===== src/hdl/dtsc_params.svh =====
// Named constants for the dual-tone signalling codec.
`ifndef DTSC_PARAMS_SVH
`define DTSC_PARAMS_SVH

`define DTSC_CLK_HZ 100000000
`define DTSC_SAMPLE_HZ 8000
`define DTSC_PHASE_ONE 65536
`define DTSC_INC(f) ((((f) * `DTSC_PHASE_ONE) / `DTSC_SAMPLE_HZ))

`define DTSC_ADDR_TXSEL 8'hB6
`define DTSC_ADDR_MODE 8'hC1
`define DTSC_ADDR_ANALOG 8'hC3
`define DTSC_ADDR_IRQ 8'hC6
`define DTSC_ADDR_AUX 8'hCC

`define DTSC_MODE_DTMF_BIT 9
`define DTSC_IRQ_TONE_BIT 3
`define DTSC_LEVEL_MSB 4
`define DTSC_AUX_TAG 3'h2
`define DTSC_NULL_CODE 5'h10

`define DTSC_MODE_RST 16'h0000
`define DTSC_ANALOG_RST 16'h0000
`define DTSC_TXSEL_RST 8'h00
`define DTSC_AUX_RST 5'h10
`define DTSC_IRQ_RST 16'h0000
`define DTSC_RDATA_RST 16'h0000
`define DTSC_PHASE_RST 16'h0000

`define DTSC_TWIST_0DB 6'h20
`define DTSC_TWIST_M2DB 6'h19
`define DTSC_TWIST_M4DB 6'h14
`define DTSC_TWIST_M6DB 6'h10

`define DTSC_SINGLE_HIGH_MASK 16'hFF00
`define DTSC_TRI_MID 16'h4000

`define DTSC_F_L1 697
`define DTSC_F_L2 770
`define DTSC_F_L3 852
`define DTSC_F_L4 941
`define DTSC_F_H1 1209
`define DTSC_F_H2 1336
`define DTSC_F_H3 1477
`define DTSC_F_HC 1447
`define DTSC_F_HA 1663
`define DTSC_F_HD 1633

`endif


===== src/hdl/dtsc_pkg.sv =====
// Types shared by the dual-tone signalling codec files.
package dtsc_pkg;
    typedef logic [15:0] dtsc_word_t;
    typedef logic [7:0] dtsc_addr_t;
    typedef logic [4:0] dtsc_code_t;
    typedef struct packed {
        logic mute;
        logic [1:0] twist;
        logic single;
        logic [3:0] digit;
    } dtsc_txsel_s;
endpackage


===== src/hdl/dtsc_tone_if.sv =====
// Control and sample signals between the codec core and its tone generator.
`timescale 1ns/100ps
interface dtsc_tone_if;
    logic [15:0] inc_lo;
    logic [15:0] inc_hi;
    logic use_lo;
    logic use_hi;
    logic [5:0] twist_gain;
    logic [4:0] level;
    logic tick;
    logic [15:0] sample;

    modport ctl (
        output inc_lo,
        output inc_hi,
        output use_lo,
        output use_hi,
        output twist_gain,
        output level,
        output tick,
        input sample
    );

    modport gen (
        input inc_lo,
        input inc_hi,
        input use_lo,
        input use_hi,
        input twist_gain,
        input level,
        input tick,
        output sample
    );
endinterface


===== src/hdl/dtsc_tone_gen.sv =====
// Two phase-accumulator tone generator with twist and level scaling.
`timescale 1ns/100ps
`include "dtsc_params.svh"
module dtsc_tone_gen (
    input wire logic clk,
    input wire logic rst,
    dtsc_tone_if.gen tone
);
    import dtsc_pkg::*;

    logic [15:0] phase_lo_q;
    logic [15:0] phase_hi_q;
    logic [15:0] sample_q;
    logic signed [15:0] tri_lo;
    logic signed [15:0] tri_hi;
    logic signed [22:0] lo_prod;
    logic signed [15:0] lo_scaled;
    logic signed [16:0] mix;
    logic signed [22:0] lvl_prod;
    logic [15:0] sample_d;

    // A triangle stands in for a sine to avoid a lookup table; harmonics are left to
    // the analogue reconstruction filter.
    function automatic logic signed [15:0] tri_wave(input logic [15:0] p);
        logic [14:0] t;
        t = p[15] ? ~p[14:0] : p[14:0];
        tri_wave = $signed({1'b0, t}) - $signed(`DTSC_TRI_MID);
    endfunction

    always_ff @(posedge clk or posedge rst) begin
        if (rst) begin
            phase_lo_q <= `DTSC_PHASE_RST;
        end else if (tone.tick) begin
            phase_lo_q <= phase_lo_q + tone.inc_lo;
        end
    end

    always_ff @(posedge clk or posedge rst) begin
        if (rst) begin
            phase_hi_q <= `DTSC_PHASE_RST;
        end else if (tone.tick) begin
            phase_hi_q <= phase_hi_q + tone.inc_hi;
        end
    end

    always_comb begin
        tri_lo = tone.use_lo ? tri_wave(phase_lo_q) : 16'sh0000;
        tri_hi = tone.use_hi ? tri_wave(phase_hi_q) : 16'sh0000;
        lo_prod = tri_lo * $signed({1'b0, tone.twist_gain});
        lo_scaled = lo_prod[20:5];
        mix = {lo_scaled[15], lo_scaled} + {tri_hi[15], tri_hi};
        lvl_prod = mix * $signed({1'b0, tone.level});
        sample_d = lvl_prod[20:5];
    end

    always_ff @(posedge clk or posedge rst) begin
        if (rst) begin
            sample_q <= `DTSC_PHASE_RST;
        end else begin
            sample_q <= sample_d;
        end
    end

    assign tone.sample = sample_q;

    chk_phase_step: assert property (@(posedge clk) disable iff (rst)
        tone.tick |=> phase_lo_q == 16'($past(phase_lo_q) + $past(tone.inc_lo)))
        else $error("low tone phase did not advance by its increment");

    chk_silent_unused: assert property (@(posedge clk) disable iff (rst)
        (!tone.use_lo && !tone.use_hi) [*2] |-> sample_q == 16'h0000)
        else $error("tone output not silent with both tones off");
endmodule


===== src/hdl/dtsc_top.sv =====
// Dual-tone signalling encoder and decoder with its control registers.
`timescale 1ns/100ps
`include "dtsc_params.svh"
module dtsc_top #(
    parameter int SAMPLE_DIV = `DTSC_CLK_HZ / `DTSC_SAMPLE_HZ
) (
    input wire logic CLK,
    input wire logic RESET,
    input wire dtsc_pkg::dtsc_addr_t REG_ADDR,
    input wire dtsc_pkg::dtsc_word_t REG_WDATA,
    input wire logic REG_WR,
    input wire logic REG_RD,
    output dtsc_pkg::dtsc_word_t REG_RDATA,
    input wire logic DET_STROBE,
    input wire logic DET_VALID,
    input wire logic [3:0] DET_KEY,
    input wire dtsc_pkg::dtsc_word_t VOICE_IN,
    output dtsc_pkg::dtsc_word_t VOICE_OUT,
    output dtsc_pkg::dtsc_word_t TONE_OUT,
    output logic SAMPLE_TICK
);
    import dtsc_pkg::*;

    localparam int TICK_W = $clog2(SAMPLE_DIV);
    localparam logic [15:0] SINGLE_HIGH = `DTSC_SINGLE_HIGH_MASK;

    dtsc_word_t mode_q;
    dtsc_word_t analog_q;
    dtsc_txsel_s txsel_q;
    dtsc_code_t aux_code_q;
    dtsc_word_t irq_q;
    dtsc_word_t rdata_q;
    dtsc_word_t voice_q;
    logic [TICK_W-1:0] tick_cnt_q;
    logic tick;
    logic dtmf_on;
    logic wr_txsel;
    logic wr_mode;
    logic wr_analog;
    logic rd_irq;
    logic rd_aux;
    logic det_take;
    logic single_high;
    logic [5:0] twist_gain;

    dtsc_tone_if tone_bus();

    // Low-group increment for each digit code.
    function automatic logic [15:0] low_inc(input logic [3:0] d);
        case (d)
            4'h1, 4'h2, 4'h3, 4'hD: low_inc = 16'(`DTSC_INC(`DTSC_F_L1));
            4'h4, 4'h5, 4'h6, 4'hE: low_inc = 16'(`DTSC_INC(`DTSC_F_L2));
            4'h7, 4'h8, 4'h9, 4'hF: low_inc = 16'(`DTSC_INC(`DTSC_F_L3));
            default: low_inc = 16'(`DTSC_INC(`DTSC_F_L4));
        endcase
    endfunction

    // High-group increment for each digit code.
    function automatic logic [15:0] high_inc(input logic [3:0] d);
        case (d)
            4'h1, 4'h4, 4'h7, 4'hB: high_inc = 16'(`DTSC_INC(`DTSC_F_H1));
            4'h2, 4'h5, 4'h8, 4'hA: high_inc = 16'(`DTSC_INC(`DTSC_F_H2));
            4'h3, 4'h6, 4'h9: high_inc = 16'(`DTSC_INC(`DTSC_F_H3));
            4'hC: high_inc = 16'(`DTSC_INC(`DTSC_F_HC));
            4'hD, 4'hE, 4'hF: high_inc = 16'(`DTSC_INC(`DTSC_F_HA));
            default: high_inc = 16'(`DTSC_INC(`DTSC_F_HD));
        endcase
    endfunction

    // Twist is applied to the low-group tone so the high group keeps full level.
    function automatic logic [5:0] twist_to_gain(input logic [1:0] t);
        case (t)
            2'h0: twist_to_gain = `DTSC_TWIST_0DB;
            2'h1: twist_to_gain = `DTSC_TWIST_M2DB;
            2'h2: twist_to_gain = `DTSC_TWIST_M4DB;
            default: twist_to_gain = `DTSC_TWIST_M6DB;
        endcase
    endfunction

    assign wr_txsel = REG_WR && (REG_ADDR == `DTSC_ADDR_TXSEL);
    assign wr_mode = REG_WR && (REG_ADDR == `DTSC_ADDR_MODE);
    assign wr_analog = REG_WR && (REG_ADDR == `DTSC_ADDR_ANALOG);
    assign rd_irq = REG_RD && (REG_ADDR == `DTSC_ADDR_IRQ);
    assign rd_aux = REG_RD && (REG_ADDR == `DTSC_ADDR_AUX);
    assign dtmf_on = mode_q[`DTSC_MODE_DTMF_BIT];
    assign det_take = DET_STROBE && dtmf_on;

    always_ff @(posedge CLK or posedge RESET) begin
        if (RESET) begin
            mode_q <= `DTSC_MODE_RST;
        end else if (wr_mode) begin
            mode_q <= REG_WDATA;
        end
    end

    always_ff @(posedge CLK or posedge RESET) begin
        if (RESET) begin
            analog_q <= `DTSC_ANALOG_RST;
        end else if (wr_analog) begin
            analog_q <= REG_WDATA;
        end
    end

    // The loaded digit and options stay in force until the host writes again.
    always_ff @(posedge CLK or posedge RESET) begin
        if (RESET) begin
            txsel_q <= `DTSC_TXSEL_RST;
        end else if (wr_txsel) begin
            txsel_q <= REG_WDATA[7:0];
        end
    end

    // Only the latest detection is kept; software that reads late loses older digits.
    always_ff @(posedge CLK or posedge RESET) begin
        if (RESET) begin
            aux_code_q <= `DTSC_AUX_RST;
        end else if (det_take) begin
            aux_code_q <= DET_VALID ? {1'b0, DET_KEY} : `DTSC_NULL_CODE;
        end
    end

    // Reading the status register clears it, but a digit in the same cycle still lands.
    always_ff @(posedge CLK or posedge RESET) begin
        if (RESET) begin
            irq_q <= `DTSC_IRQ_RST;
        end else begin
            if (rd_irq) begin
                irq_q <= `DTSC_IRQ_RST;
            end
            if (det_take && DET_VALID) begin
                irq_q[`DTSC_IRQ_TONE_BIT] <= 1'b1;
            end
        end
    end

    always_ff @(posedge CLK or posedge RESET) begin
        if (RESET) begin
            rdata_q <= `DTSC_RDATA_RST;
        end else if (rd_aux) begin
            rdata_q <= {`DTSC_AUX_TAG, aux_code_q, 8'h00};
        end else if (rd_irq) begin
            rdata_q <= irq_q;
        end else if (REG_RD) begin
            rdata_q <= `DTSC_RDATA_RST;
        end
    end

    // Voice is registered unconditionally so detection can never stall it.
    always_ff @(posedge CLK or posedge RESET) begin
        if (RESET) begin
            voice_q <= `DTSC_RDATA_RST;
        end else begin
            voice_q <= VOICE_IN;
        end
    end

    always_ff @(posedge CLK or posedge RESET) begin
        if (RESET) begin
            tick_cnt_q <= '0;
        end else if (tick) begin
            tick_cnt_q <= '0;
        end else begin
            tick_cnt_q <= tick_cnt_q + 1'b1;
        end
    end

    assign tick = (tick_cnt_q == TICK_W'(SAMPLE_DIV - 1));

    assign single_high = SINGLE_HIGH[txsel_q.digit];
    assign twist_gain = twist_to_gain(txsel_q.twist);

    assign tone_bus.inc_lo = low_inc(txsel_q.digit);
    assign tone_bus.inc_hi = high_inc(txsel_q.digit);
    assign tone_bus.use_lo = dtmf_on && !txsel_q.mute
        && !(txsel_q.single && single_high);
    assign tone_bus.use_hi = dtmf_on && !txsel_q.mute
        && !(txsel_q.single && !single_high);
    assign tone_bus.twist_gain = twist_gain;
    assign tone_bus.level = analog_q[`DTSC_LEVEL_MSB:0];
    assign tone_bus.tick = tick;

    dtsc_tone_gen u_gen (
        .clk(CLK),
        .rst(RESET),
        .tone(tone_bus)
    );

    assign REG_RDATA = rdata_q;
    assign VOICE_OUT = voice_q;
    assign TONE_OUT = tone_bus.sample;
    assign SAMPLE_TICK = tick;

    chk_irq_on_digit: assert property (@(posedge CLK) disable iff (RESET)
        det_take && DET_VALID |=> irq_q[`DTSC_IRQ_TONE_BIT])
        else $error("valid digit did not raise the tone status bit");

    chk_code_replace: assert property (@(posedge CLK) disable iff (RESET)
        det_take && DET_VALID |=> aux_code_q == {1'b0, $past(DET_KEY)})
        else $error("detected code did not replace the held code");

    chk_aux_tag: assert property (@(posedge CLK) disable iff (RESET)
        rd_aux |=> REG_RDATA[15:13] == `DTSC_AUX_TAG && REG_RDATA[12:8] == $past(aux_code_q))
        else $error("auxiliary status read lacks tag or code");

    chk_null_code: assert property (@(posedge CLK) disable iff (RESET)
        det_take && !DET_VALID
        |=> aux_code_q == `DTSC_NULL_CODE && !$rose(irq_q[`DTSC_IRQ_TONE_BIT]))
        else $error("absent tone not reported as null code");

    chk_mode_gate: assert property (@(posedge CLK) disable iff (RESET)
        DET_STROBE && !dtmf_on |=> $stable(aux_code_q))
        else $error("detection ran with the signalling mode off");

    chk_voice_pass: assert property (@(posedge CLK) disable iff (RESET)
        ##1 VOICE_OUT == $past(VOICE_IN))
        else $error("voice path delayed or blocked");

    chk_txsel_hold: assert property (@(posedge CLK) disable iff (RESET)
        !wr_txsel |=> $stable(txsel_q))
        else $error("transmit selection changed without a write");

    chk_mute_silent: assert property (@(posedge CLK) disable iff (RESET)
        txsel_q.mute [*2] |-> TONE_OUT == 16'h0000)
        else $error("muted generator still produces output");

    chk_level_zero: assert property (@(posedge CLK) disable iff (RESET)
        (analog_q[`DTSC_LEVEL_MSB:0] == 5'h00) [*2] |-> TONE_OUT == 16'h0000)
        else $error("zero level still produces output");

    chk_single_tone: assert property (@(posedge CLK) disable iff (RESET)
        dtmf_on && txsel_q.single && !txsel_q.mute
        |-> tone_bus.use_lo != tone_bus.use_hi)
        else $error("single tone mode drives both or neither tone");

    chk_digit_map: assert property (@(posedge CLK) disable iff (RESET)
        txsel_q.digit == 4'h1 |-> tone_bus.inc_lo == 16'(`DTSC_INC(`DTSC_F_L1))
        && tone_bus.inc_hi == 16'(`DTSC_INC(`DTSC_F_H1)))
        else $error("digit one not mapped to its tone pair");

    chk_twist_gain: assert property (@(posedge CLK) disable iff (RESET)
        txsel_q.twist == 2'h3 |-> tone_bus.twist_gain == `DTSC_TWIST_M6DB)
        else $error("twist setting gives the wrong gain");

    chk_key_d_map: assert property (@(posedge CLK) disable iff (RESET)
        txsel_q.digit == 4'h0 |-> tone_bus.inc_lo == 16'(`DTSC_INC(`DTSC_F_L4))
        && tone_bus.inc_hi == 16'(`DTSC_INC(`DTSC_F_HD)))
        else $error("code zero not mapped to its tone pair");

    chk_key_hash_map: assert property (@(posedge CLK) disable iff (RESET)
        txsel_q.digit == 4'hC |-> tone_bus.inc_lo == 16'(`DTSC_INC(`DTSC_F_L4))
        && tone_bus.inc_hi == 16'(`DTSC_INC(`DTSC_F_HC)))
        else $error("hash code not mapped to its tone pair");

    chk_key_c_map: assert property (@(posedge CLK) disable iff (RESET)
        txsel_q.digit == 4'hF |-> tone_bus.inc_lo == 16'(`DTSC_INC(`DTSC_F_L3))
        && tone_bus.inc_hi == 16'(`DTSC_INC(`DTSC_F_HA)))
        else $error("last code not mapped to its tone pair");

    chk_key_six_map: assert property (@(posedge CLK) disable iff (RESET)
        txsel_q.digit == 4'h6 |-> tone_bus.inc_lo == 16'(`DTSC_INC(`DTSC_F_L2))
        && tone_bus.inc_hi == 16'(`DTSC_INC(`DTSC_F_H3)))
        else $error("digit six not mapped to its tone pair");

    chk_single_high: assert property (@(posedge CLK) disable iff (RESET)
        dtmf_on && txsel_q.single && !txsel_q.mute && txsel_q.digit[3]
        |-> tone_bus.use_hi && !tone_bus.use_lo)
        else $error("upper codes in single tone mode must keep only the high tone");

    chk_single_low: assert property (@(posedge CLK) disable iff (RESET)
        dtmf_on && txsel_q.single && !txsel_q.mute && !txsel_q.digit[3]
        |-> tone_bus.use_lo && !tone_bus.use_hi)
        else $error("lower codes in single tone mode must keep only the low tone");

    chk_twist_flat: assert property (@(posedge CLK) disable iff (RESET)
        txsel_q.twist == 2'h0 |-> tone_bus.twist_gain == `DTSC_TWIST_0DB)
        else $error("flat twist setting gives the wrong gain");

    chk_twist_two: assert property (@(posedge CLK) disable iff (RESET)
        txsel_q.twist == 2'h1 |-> tone_bus.twist_gain == `DTSC_TWIST_M2DB)
        else $error("two decibel twist setting gives the wrong gain");

    chk_twist_four: assert property (@(posedge CLK) disable iff (RESET)
        txsel_q.twist == 2'h2 |-> tone_bus.twist_gain == `DTSC_TWIST_M4DB)
        else $error("four decibel twist setting gives the wrong gain");

    chk_irq_clear: assert property (@(posedge CLK) disable iff (RESET)
        rd_irq && !(det_take && DET_VALID) |=> irq_q == `DTSC_IRQ_RST)
        else $error("status read did not clear the status register");

    chk_rdata_hold: assert property (@(posedge CLK) disable iff (RESET)
        !REG_RD |=> $stable(REG_RDATA))
        else $error("read data changed without a read");

    chk_mode_silent: assert property (@(posedge CLK) disable iff (RESET)
        !dtmf_on [*2] |-> TONE_OUT == 16'h0000)
        else $error("tone output present with the signalling mode off");

    cov_digit_irq: cover property (@(posedge CLK) disable iff (RESET)
        det_take && DET_VALID ##1 rd_irq);
    cov_null_code: cover property (@(posedge CLK) disable iff (RESET)
        det_take && !DET_VALID);
    cov_tone_on: cover property (@(posedge CLK) disable iff (RESET)
        tone_bus.use_lo && tone_bus.use_hi && tick);
    cov_set_clear: cover property (@(posedge CLK) disable iff (RESET)
        rd_irq && det_take && DET_VALID);
endmodule


===== config.mk =====
export PLATFORM = sky130hd
export DESIGN_NAME = dtsc_top
export DESIGN_NICKNAME = d
export VERILOG_FILES = /design/src/hdl/dtsc_pkg.sv /design/src/hdl/dtsc_tone_if.sv /design/src/hdl/dtsc_tone_gen.sv /design/src/hdl/dtsc_top.sv
export VERILOG_INCLUDE_DIRS = /design/src /design/src/hdl
export SDC_FILE = /design/constraint.sdc
export NUM_CORES = 1
export LEC_CHECK = 0
export ABC_AREA = 1
export ABC_CLOCK_PERIOD_IN_PS = 19200
export BUFFER_PORTS_ARGS = -buffer_cell sky130_fd_sc_hd__buf_2
export CAP_MARGIN = 20
export CORE_MARGIN = 4
export CORE_UTILIZATION = 49
export DETAILED_ROUTE_END_ITERATION = 12
export HOLD_SLACK_MARGIN = 0.06
export PLACE_DENSITY = 0.71
export SYNTH_ARGS = -nofsm -noshare
export SYNTH_HDL_FRONTEND = slang
export SYNTH_SLANG_ARGS = --single-unit

===== constraint.sdc =====
create_clock -name CLK -period 19.2 [get_ports CLK]
set_input_delay 3.84 -clock CLK [delete_from_list [all_inputs] [get_ports CLK]]
set_output_delay 3.84 -clock CLK [all_outputs]
set_load 0.03 [all_outputs]

* Yosys cells after proc, flatten, opt, wreduce, memory -nomap -nowiden
Memories as Yosys holds them, arrays and structs flattened. Cells that the tools add are included.
Cells by class: reductions and logical operators 19, shift-type cells 0, order comparisons 1, mux-type cells 13, eq/ne operators 8, add/subtract/negate cells 6, div/mod/pow operators 0, multipliers 2, bitwise operators 2
Operators with widths (number):
- two-way mux 16 bit | 5
- equality test 8 bit (second input constant) | 5
- adder 16 bit | 2
- subtractor 15 x 15 -> 16 bit (second input constant) | 2
- two-way mux 15 bit | 2
- NOT 15 bit | 2
- multiplier 16 x 7 -> 21 bit | 1
- multiplier 17 x 6 -> 21 bit | 1
- one-hot mux 6 bit (3 select lines) | 1
- adder 16 x 16 -> 17 bit | 1
- adder 14 x 1 -> 14 bit (second input constant) | 1
- equality test 14 bit (second input constant) | 1
- two-way mux 14 bit | 1
- logical AND 1 bit | 12
- < comparator 4 x 5 -> 1 bit (second input constant) | 1
- two-way mux 5 bit | 1
- logical NOT 1 bit | 4
- two-way mux 4 bit | 1
- nonzero test 3 bit | 1
- equality test 2 x 1 -> 1 bit (second input constant) | 1
- equality test 2 bit (second input constant) | 1
- logical NOT 2 bit | 1
- two-way mux 1 bit | 2
- nonzero test 2 bit | 1
Word-level totals: input port bits 50, memory bits (writable) 0, ROM bits 416, flip-flop bits (word level) 123, logic and storage cells 68, memories kept 3, latch bits 0, output and inout port bits 49
Memories:
- (name not given) | words 16, bits a word 13, read ports 1, clocked after Yosys merged registers in 0, wr ports 0, line dtsc_top.sv:60 | case (d)
- (name not given) | words 16, bits a word 12, read ports 1, clocked after Yosys merged registers in 0, wr ports 0, line dtsc_top.sv:50 | case (d)
- (name not given) | words 16, bits a word 1, read ports 1, clocked after Yosys merged registers in 0, wr ports 0, line dtsc_top.sv:169 | assign single_high = SINGLE_HIGH[txsel_q.digit];

* Longest topological paths before layout
word-level depth 9, gate-level depth with buffers 53, gate-level depth less buffers 53

* By module
Synthesis repeated with hierarchy kept, for this count alone.
Unflattened totals: cells, all modules 1843, area total of the unflattened synthesis 13357.8 sq um
By module, submodules not included:
- dtsc_tone_gen | seq. area each 1201.2 sq um, instances 1, cells each 1501, area each 10486.3 sq um
- dtsc_top | seq. area each 1427.6 sq um, instances 1, cells each 342, area each 2871.5 sq um

* Worst setup path after synthesis
Ideal clock, no wire load.
path type reg2reg, from register txsel_q[6] in the netlist's numbering, to register u_gen.sample_q[13], in the netlist u_gen.tone.sample[13], data required time 19.083 ns, period minus slack after synthesis 8.004 ns, path buffers 1, cell stages (with the launch flop) 44, arrival time 7.887 ns, setup time 0.117 ns, path slack 11.196 ns, cell sequence dfrtp_1 > nor2_1 > clkbuf_1 > nor2_1 > ha_1 > inv_1 > fa_1 > inv_1 > fa_1 > inv_1 > fa_1 > inv_1 > ha_1 > nand2_1 > nor2_1 > inv_1 > o211ai_1 > nand3_1 > [8 not listed] > nand2_1 > nand2_2 > inv_2 > nor2_2 > inv_2 > fa_1 > inv_1 > fa_1 > inv_1 > fa_1 > inv_1 > ha_1 > nand2_1 > inv_1 > a221oi_1 > nand2_1 > nand2_1 > nand2_1
On the way: cells in the longest elaborated chain, start to end 5, elaborated cells between the ends (all ways) 7, those cells by class add/sub: 1; mul: 2; eq/ne: 2; mux: 1; reduce/logical: 1
RTL lines:
- start: declaration | line dtsc_top.sv:29 | dtsc_txsel_s txsel_q;
- start signal: assignment | line dtsc_top.sv:107 | txsel_q <= `DTSC_TXSEL_RST;
- start signal: assignment | line dtsc_top.sv:109 | txsel_q <= REG_WDATA[7:0];
- equality test 2 bit, or another cell as far along | line dtsc_top.sv:72 | case (t)
- one-hot mux 6 bit (3 select lines) (*) | line dtsc_top.sv:72
- multiplier 16 x 7 -> 21 bit (*) | line dtsc_tone_gen.sv:49 | lo_prod = tri_lo * $signed({1'b0, tone.twist_gain});
- adder 16 x 16 -> 17 bit (*) | line dtsc_tone_gen.sv:51 | mix = {lo_scaled[15], lo_scaled} + {tri_hi[15], tri_hi};
- multiplier 17 x 6 -> 21 bit (*) | line dtsc_tone_gen.sv:52 | lvl_prod = mix * $signed({1'b0, tone.level});
- net u_gen.lvl_prod[18] | line dtsc_tone_gen.sv:19 | logic signed [22:0] lvl_prod;
- end signal: assignment | line dtsc_tone_gen.sv:58 | sample_q <= `DTSC_PHASE_RST;
- end signal: assignment | line dtsc_tone_gen.sv:60 | sample_q <= sample_d;
- end: declaration | line dtsc_tone_gen.sv:13 | logic [15:0] sample_q;
The timed path passes the listed nets; every way through them passes the cells marked *. A chain may end at the register's enable or synchronous reset.

* Worst setup path after layout
from register u_gen.phase_lo_q[15], to register u_gen.sample_q[15], in the netlist u_gen.tone.sample[15]
On the way: cells in the longest elaborated chain, start to end 6
RTL lines:
- start: declaration | line dtsc_tone_gen.sv:11 | logic [15:0] phase_lo_q;
- start signal: assignment | line dtsc_tone_gen.sv:32 | phase_lo_q <= `DTSC_PHASE_RST;
- start signal: assignment | line dtsc_tone_gen.sv:34 | phase_lo_q <= phase_lo_q + tone.inc_lo;
- two-way mux 15 bit | line dtsc_tone_gen.sv:26 | t = p[15] ? ~p[14:0] : p[14:0];
- subtractor 15 x 15 -> 16 bit | line dtsc_tone_gen.sv:27 | tri_wave = $signed({1'b0, t}) - $signed(`DTSC_TRI_MID);
- two-way mux 16 bit | line dtsc_tone_gen.sv:47 | tri_lo = tone.use_lo ? tri_wave(phase_lo_q) : 16'sh0000;
- multiplier 16 x 7 -> 21 bit | line dtsc_tone_gen.sv:49
- adder 16 x 16 -> 17 bit | line dtsc_tone_gen.sv:51
- multiplier 17 x 6 -> 21 bit | line dtsc_tone_gen.sv:52
- net u_gen.lvl_prod[20] | line dtsc_tone_gen.sv:19
The timed path passes the listed nets, and every way through them passes these cells.

==> impl_metrics.ini <==
[synth]
ys_ff_latch = 105
synthesis.instances = 1648
yosysWarnings = 0
yosysTopAreaCellShare = 0.211
ys_types = 59
async_flop_share = 1.00
synth_seq_area_share = 0.213
synth.cell_area_um2 = 12300
synth.area.top_cells = dfrtp_1 21%, fa_1 15%, ha_1 14%, nand2_1 10%, inv_1 9.2%
synth_ff_type = dfrtp_1
synth_area_per_cell_um2 = 7.48
number_of_synthesized_flops_with_an_enable_pin = 0
yosysTopAreaCell = dfrtp_1

[floorplan]
core-area_um2 = 24500
initial_core_util = 0.503
rows = 57
die_span_x_um = 167
fp.dieArea_um2 = 27800
die_height_um = 167
ioPinCount = 99

[timing]
setup_viol = 0
whs_ps = 468
final_max_slew_viol_count = 0
minimum_setup_slack_in_the_final_design_ps = 9930
hold_violations = 0
rsz0062_at_grt = no
crit_path_time_final_ps = 9270
final.setup_skew_ps = 20.1
final_cycle_share = 0.483
maxSlewHeadroom = 0.426
setup_total_negative_slack_ps = 0
fmax_ghz = 0.108
worst_pin_slew_ps = 858

[placed_design]
setup_slack_placement_ps = 9950
place_hpwl_mm = 23.0
dp.cells = 2032
finalWeightedCongestion = 0.948
port_buffers = 82

[cts]
cts_buffers = 9
clk_path_buf_depth = 2
cts_tree = done
post_cts_resized = 0
clock_insertion_delay_worst_skew_ps = 360
clkSinkCount = 105
clk_root_buffer_cell = clkbuf_16
holdBufCountCts = 0
cts_setup_buffers = 0
htree_levels = 3
clkSlewWorstSetupHoldPaths_ps = 90

[critical_path]
crit_path_top_delay_cell = dfrtp_1
cp.arrival_ps = 9520
timing_worst_setup_path_type = reg2reg
slowest_delay_ps = 750
cp.required_ps = 19460
worstPathBufferInverterCount = 9
endpoint_kind = flip-flop
category_of_cells_accounting_for_the_largest_share_of_critical_path_delay = adder cells
start_kind = flip-flop
critPathMaxFanout = 15
critical_path.most_common_cell = nand2_1
rrSetupSlack_ps = 9930

[finish]
layout.cells.most_common_list = 343 x nand2_1, 300 x inv_1, 199 x nor2_1, 135 x ha_1, 104 x dfrtp_1
post_route_cells_drive_above_1_share = 0.0945
design.final.nets = 1999
most_common_library_cell_in_the_layout_ignoring_fill_and_taps = nand2_1
layout.area.seq_um2 = 2630
area_growth_syn_to_layout_pct = 8.07
multi_input_gate_area_in_the_final_layout_um2 = 8350
fillcell_total = 2365
n_antenna_cell = 0
stdcell_count = 2048

[power]
vdd_ir_drop_max_uv = 48.0
clockPowerShare = 0.407
power.sequential.fraction = 0.480
power.static_leakage_nw = 7.45
switching_part_of_the_total_power = 0.301
power.combinational.fraction = 0.113
total_internal_power_mw = 0.340
net_switching_power_figure_mw = 0.146
cellPowerDensity_nw_per_um2 = 36.5

[grt]
gr-usage-met1 = 0.272
antenna_found_initial = 0
grtUsageMet2 = 0.352
grt_pass1_vias = 10300
global_route_track_usage_on_met3 = 0.0178
grt_util_all_layers = 0.202
grt_start_max_net_pins = 60
grt.busiest_layer = met2
grt_first_pass_wirelength_mm = 47.7
grt_remaining_overflow = 0

[flow_run]
max_cap_violations = 0

[routing]
drt_pre_antenna_iters = 5
dr.first_iter.drc_count = 726
wl_per_cell_um = 13.4
routed_wl_mm = 27.5
drc_errors = 0
antenna_violating_nets_post_route = 0
vias = 10300
post_drt_via_cell_ratio = 5.04

[status]
outcome = complete, no violations

[min_path]
hold_path_class = reg2reg
-- cell type report --
| class | instances | share of cell area |
|---|---|---|
| Multi-Input combinational cell | 1200 | 0.627 |
| Clock inverter | 7 | 0.00667 |
| Timing Repair Buffer | 84 | 0.0319 |
| Inverter | 319 | 0.0902 |
| Tap cell | 324 | 0.0304 |
| Clock buffer | 9 | 0.0169 |
| Sequential cell | 105 | 0.197 |
-- metal layers --
metal,routed length [um],vias to the layer above
li1,-,5264
met1,12700,4834
met2,13200,196
met3,1000,34
met4,573,0
met5,0,-
-- synth_stat cells (all sizes together), types with 2 or more instances --
cell type and instances:
a31oi 11, o21ai 65, a21o 7, xnor2 27, nand3 74, nor2 206, dfrtp 104, a221oi 2
buf 25, nor4 7, o22ai 3, xor2 53, o221ai 2, o21a 2, o31ai 3, nor3b 2
o211ai 3, mux2 2, and3 2, nand2 355, o21bai 10, nor3 13, inv 318, fa 95
a21oi 82, or2 12, ha 135, nand4 13, clkbuf 7
-- sequential cells by signal, summed over array words and instances, names as in the netlist, 5 cells and up --
register / cells
tick_cnt_q: 14
aux_code_q: 5
REG_RDATA: 7
u_gen.tone.sample: 16
u_gen.phase_lo_q: 16
txsel_q: 8
VOICE_OUT: 16
u_gen.phase_hi_q: 16
analog_q: 5
-- logic make-up (layout without fill, tap and decap cells) --
kind of cell,count (synthesis),count (layout),share of synthesized area
AND/OR/NAND/NOR,686,686,0.234
adder cells (fa/ha/maj),230,230,0.291
multiplexers,2,2,0.00183
buffers and inverters,351,419,0.112
AO/OA/AOI/OAI,193,193,0.0890
other,1,9,0.000304
flip-flops,105,105,0.213
XOR/XNOR,80,80,0.0586
-- per-stage QoR --
step                utilization  power (mW)  cell area [um2]
finish                    0.543       0.486            13300
global route              0.543       0.507            13300
global placement          0.530       0.292            13000
floorplan                     -       0.277            12400
CTS                       0.543       0.491            13300
detailed placement        0.530       0.293            13000
-- final timing paths --
kind                                           start               endpoint  cells past startpoint
worst min register to register         tick_cnt_q[0]          tick_cnt_q[0]                      1
worst max-delay path            u_gen.phase_lo_q[15]  u_gen.tone.sample[15]                     44
max in group asynchronous                      RESET    u_gen.phase_hi_q[2]                      3
worst max register to register  u_gen.phase_lo_q[15]  u_gen.tone.sample[15]                     44
min in group asynchronous                      RESET          VOICE_OUT[13]                      2
worst min-delay path                   tick_cnt_q[0]          tick_cnt_q[0]                      1
-- worst register-to-register path: cells and delay by family, from the launching register on --
kind	cells	cell delay, ps
simple gates	18	2170
compound gates	7	1120
buf+inv	9	750
fa+ha+maj	10	4370
flops	1	750
-- power by group through the flow --
| stage | clock network [mW] | logic [mW] | registers (mW) |
|---|---|---|---|
| after floorplan | 0 | 0.0375 | 0.239 |
| after global placement | 0 | 0.0541 | 0.237 |
| after detailed placement | 0 | 0.0549 | 0.238 |
| after CTS | 0.202 | 0.0552 | 0.233 |
| after global routing | 0.211 | 0.0621 | 0.234 |
| final | 0.198 | 0.0549 | 0.233 |
No activity file was read; power rests on OpenSTA's default activity.
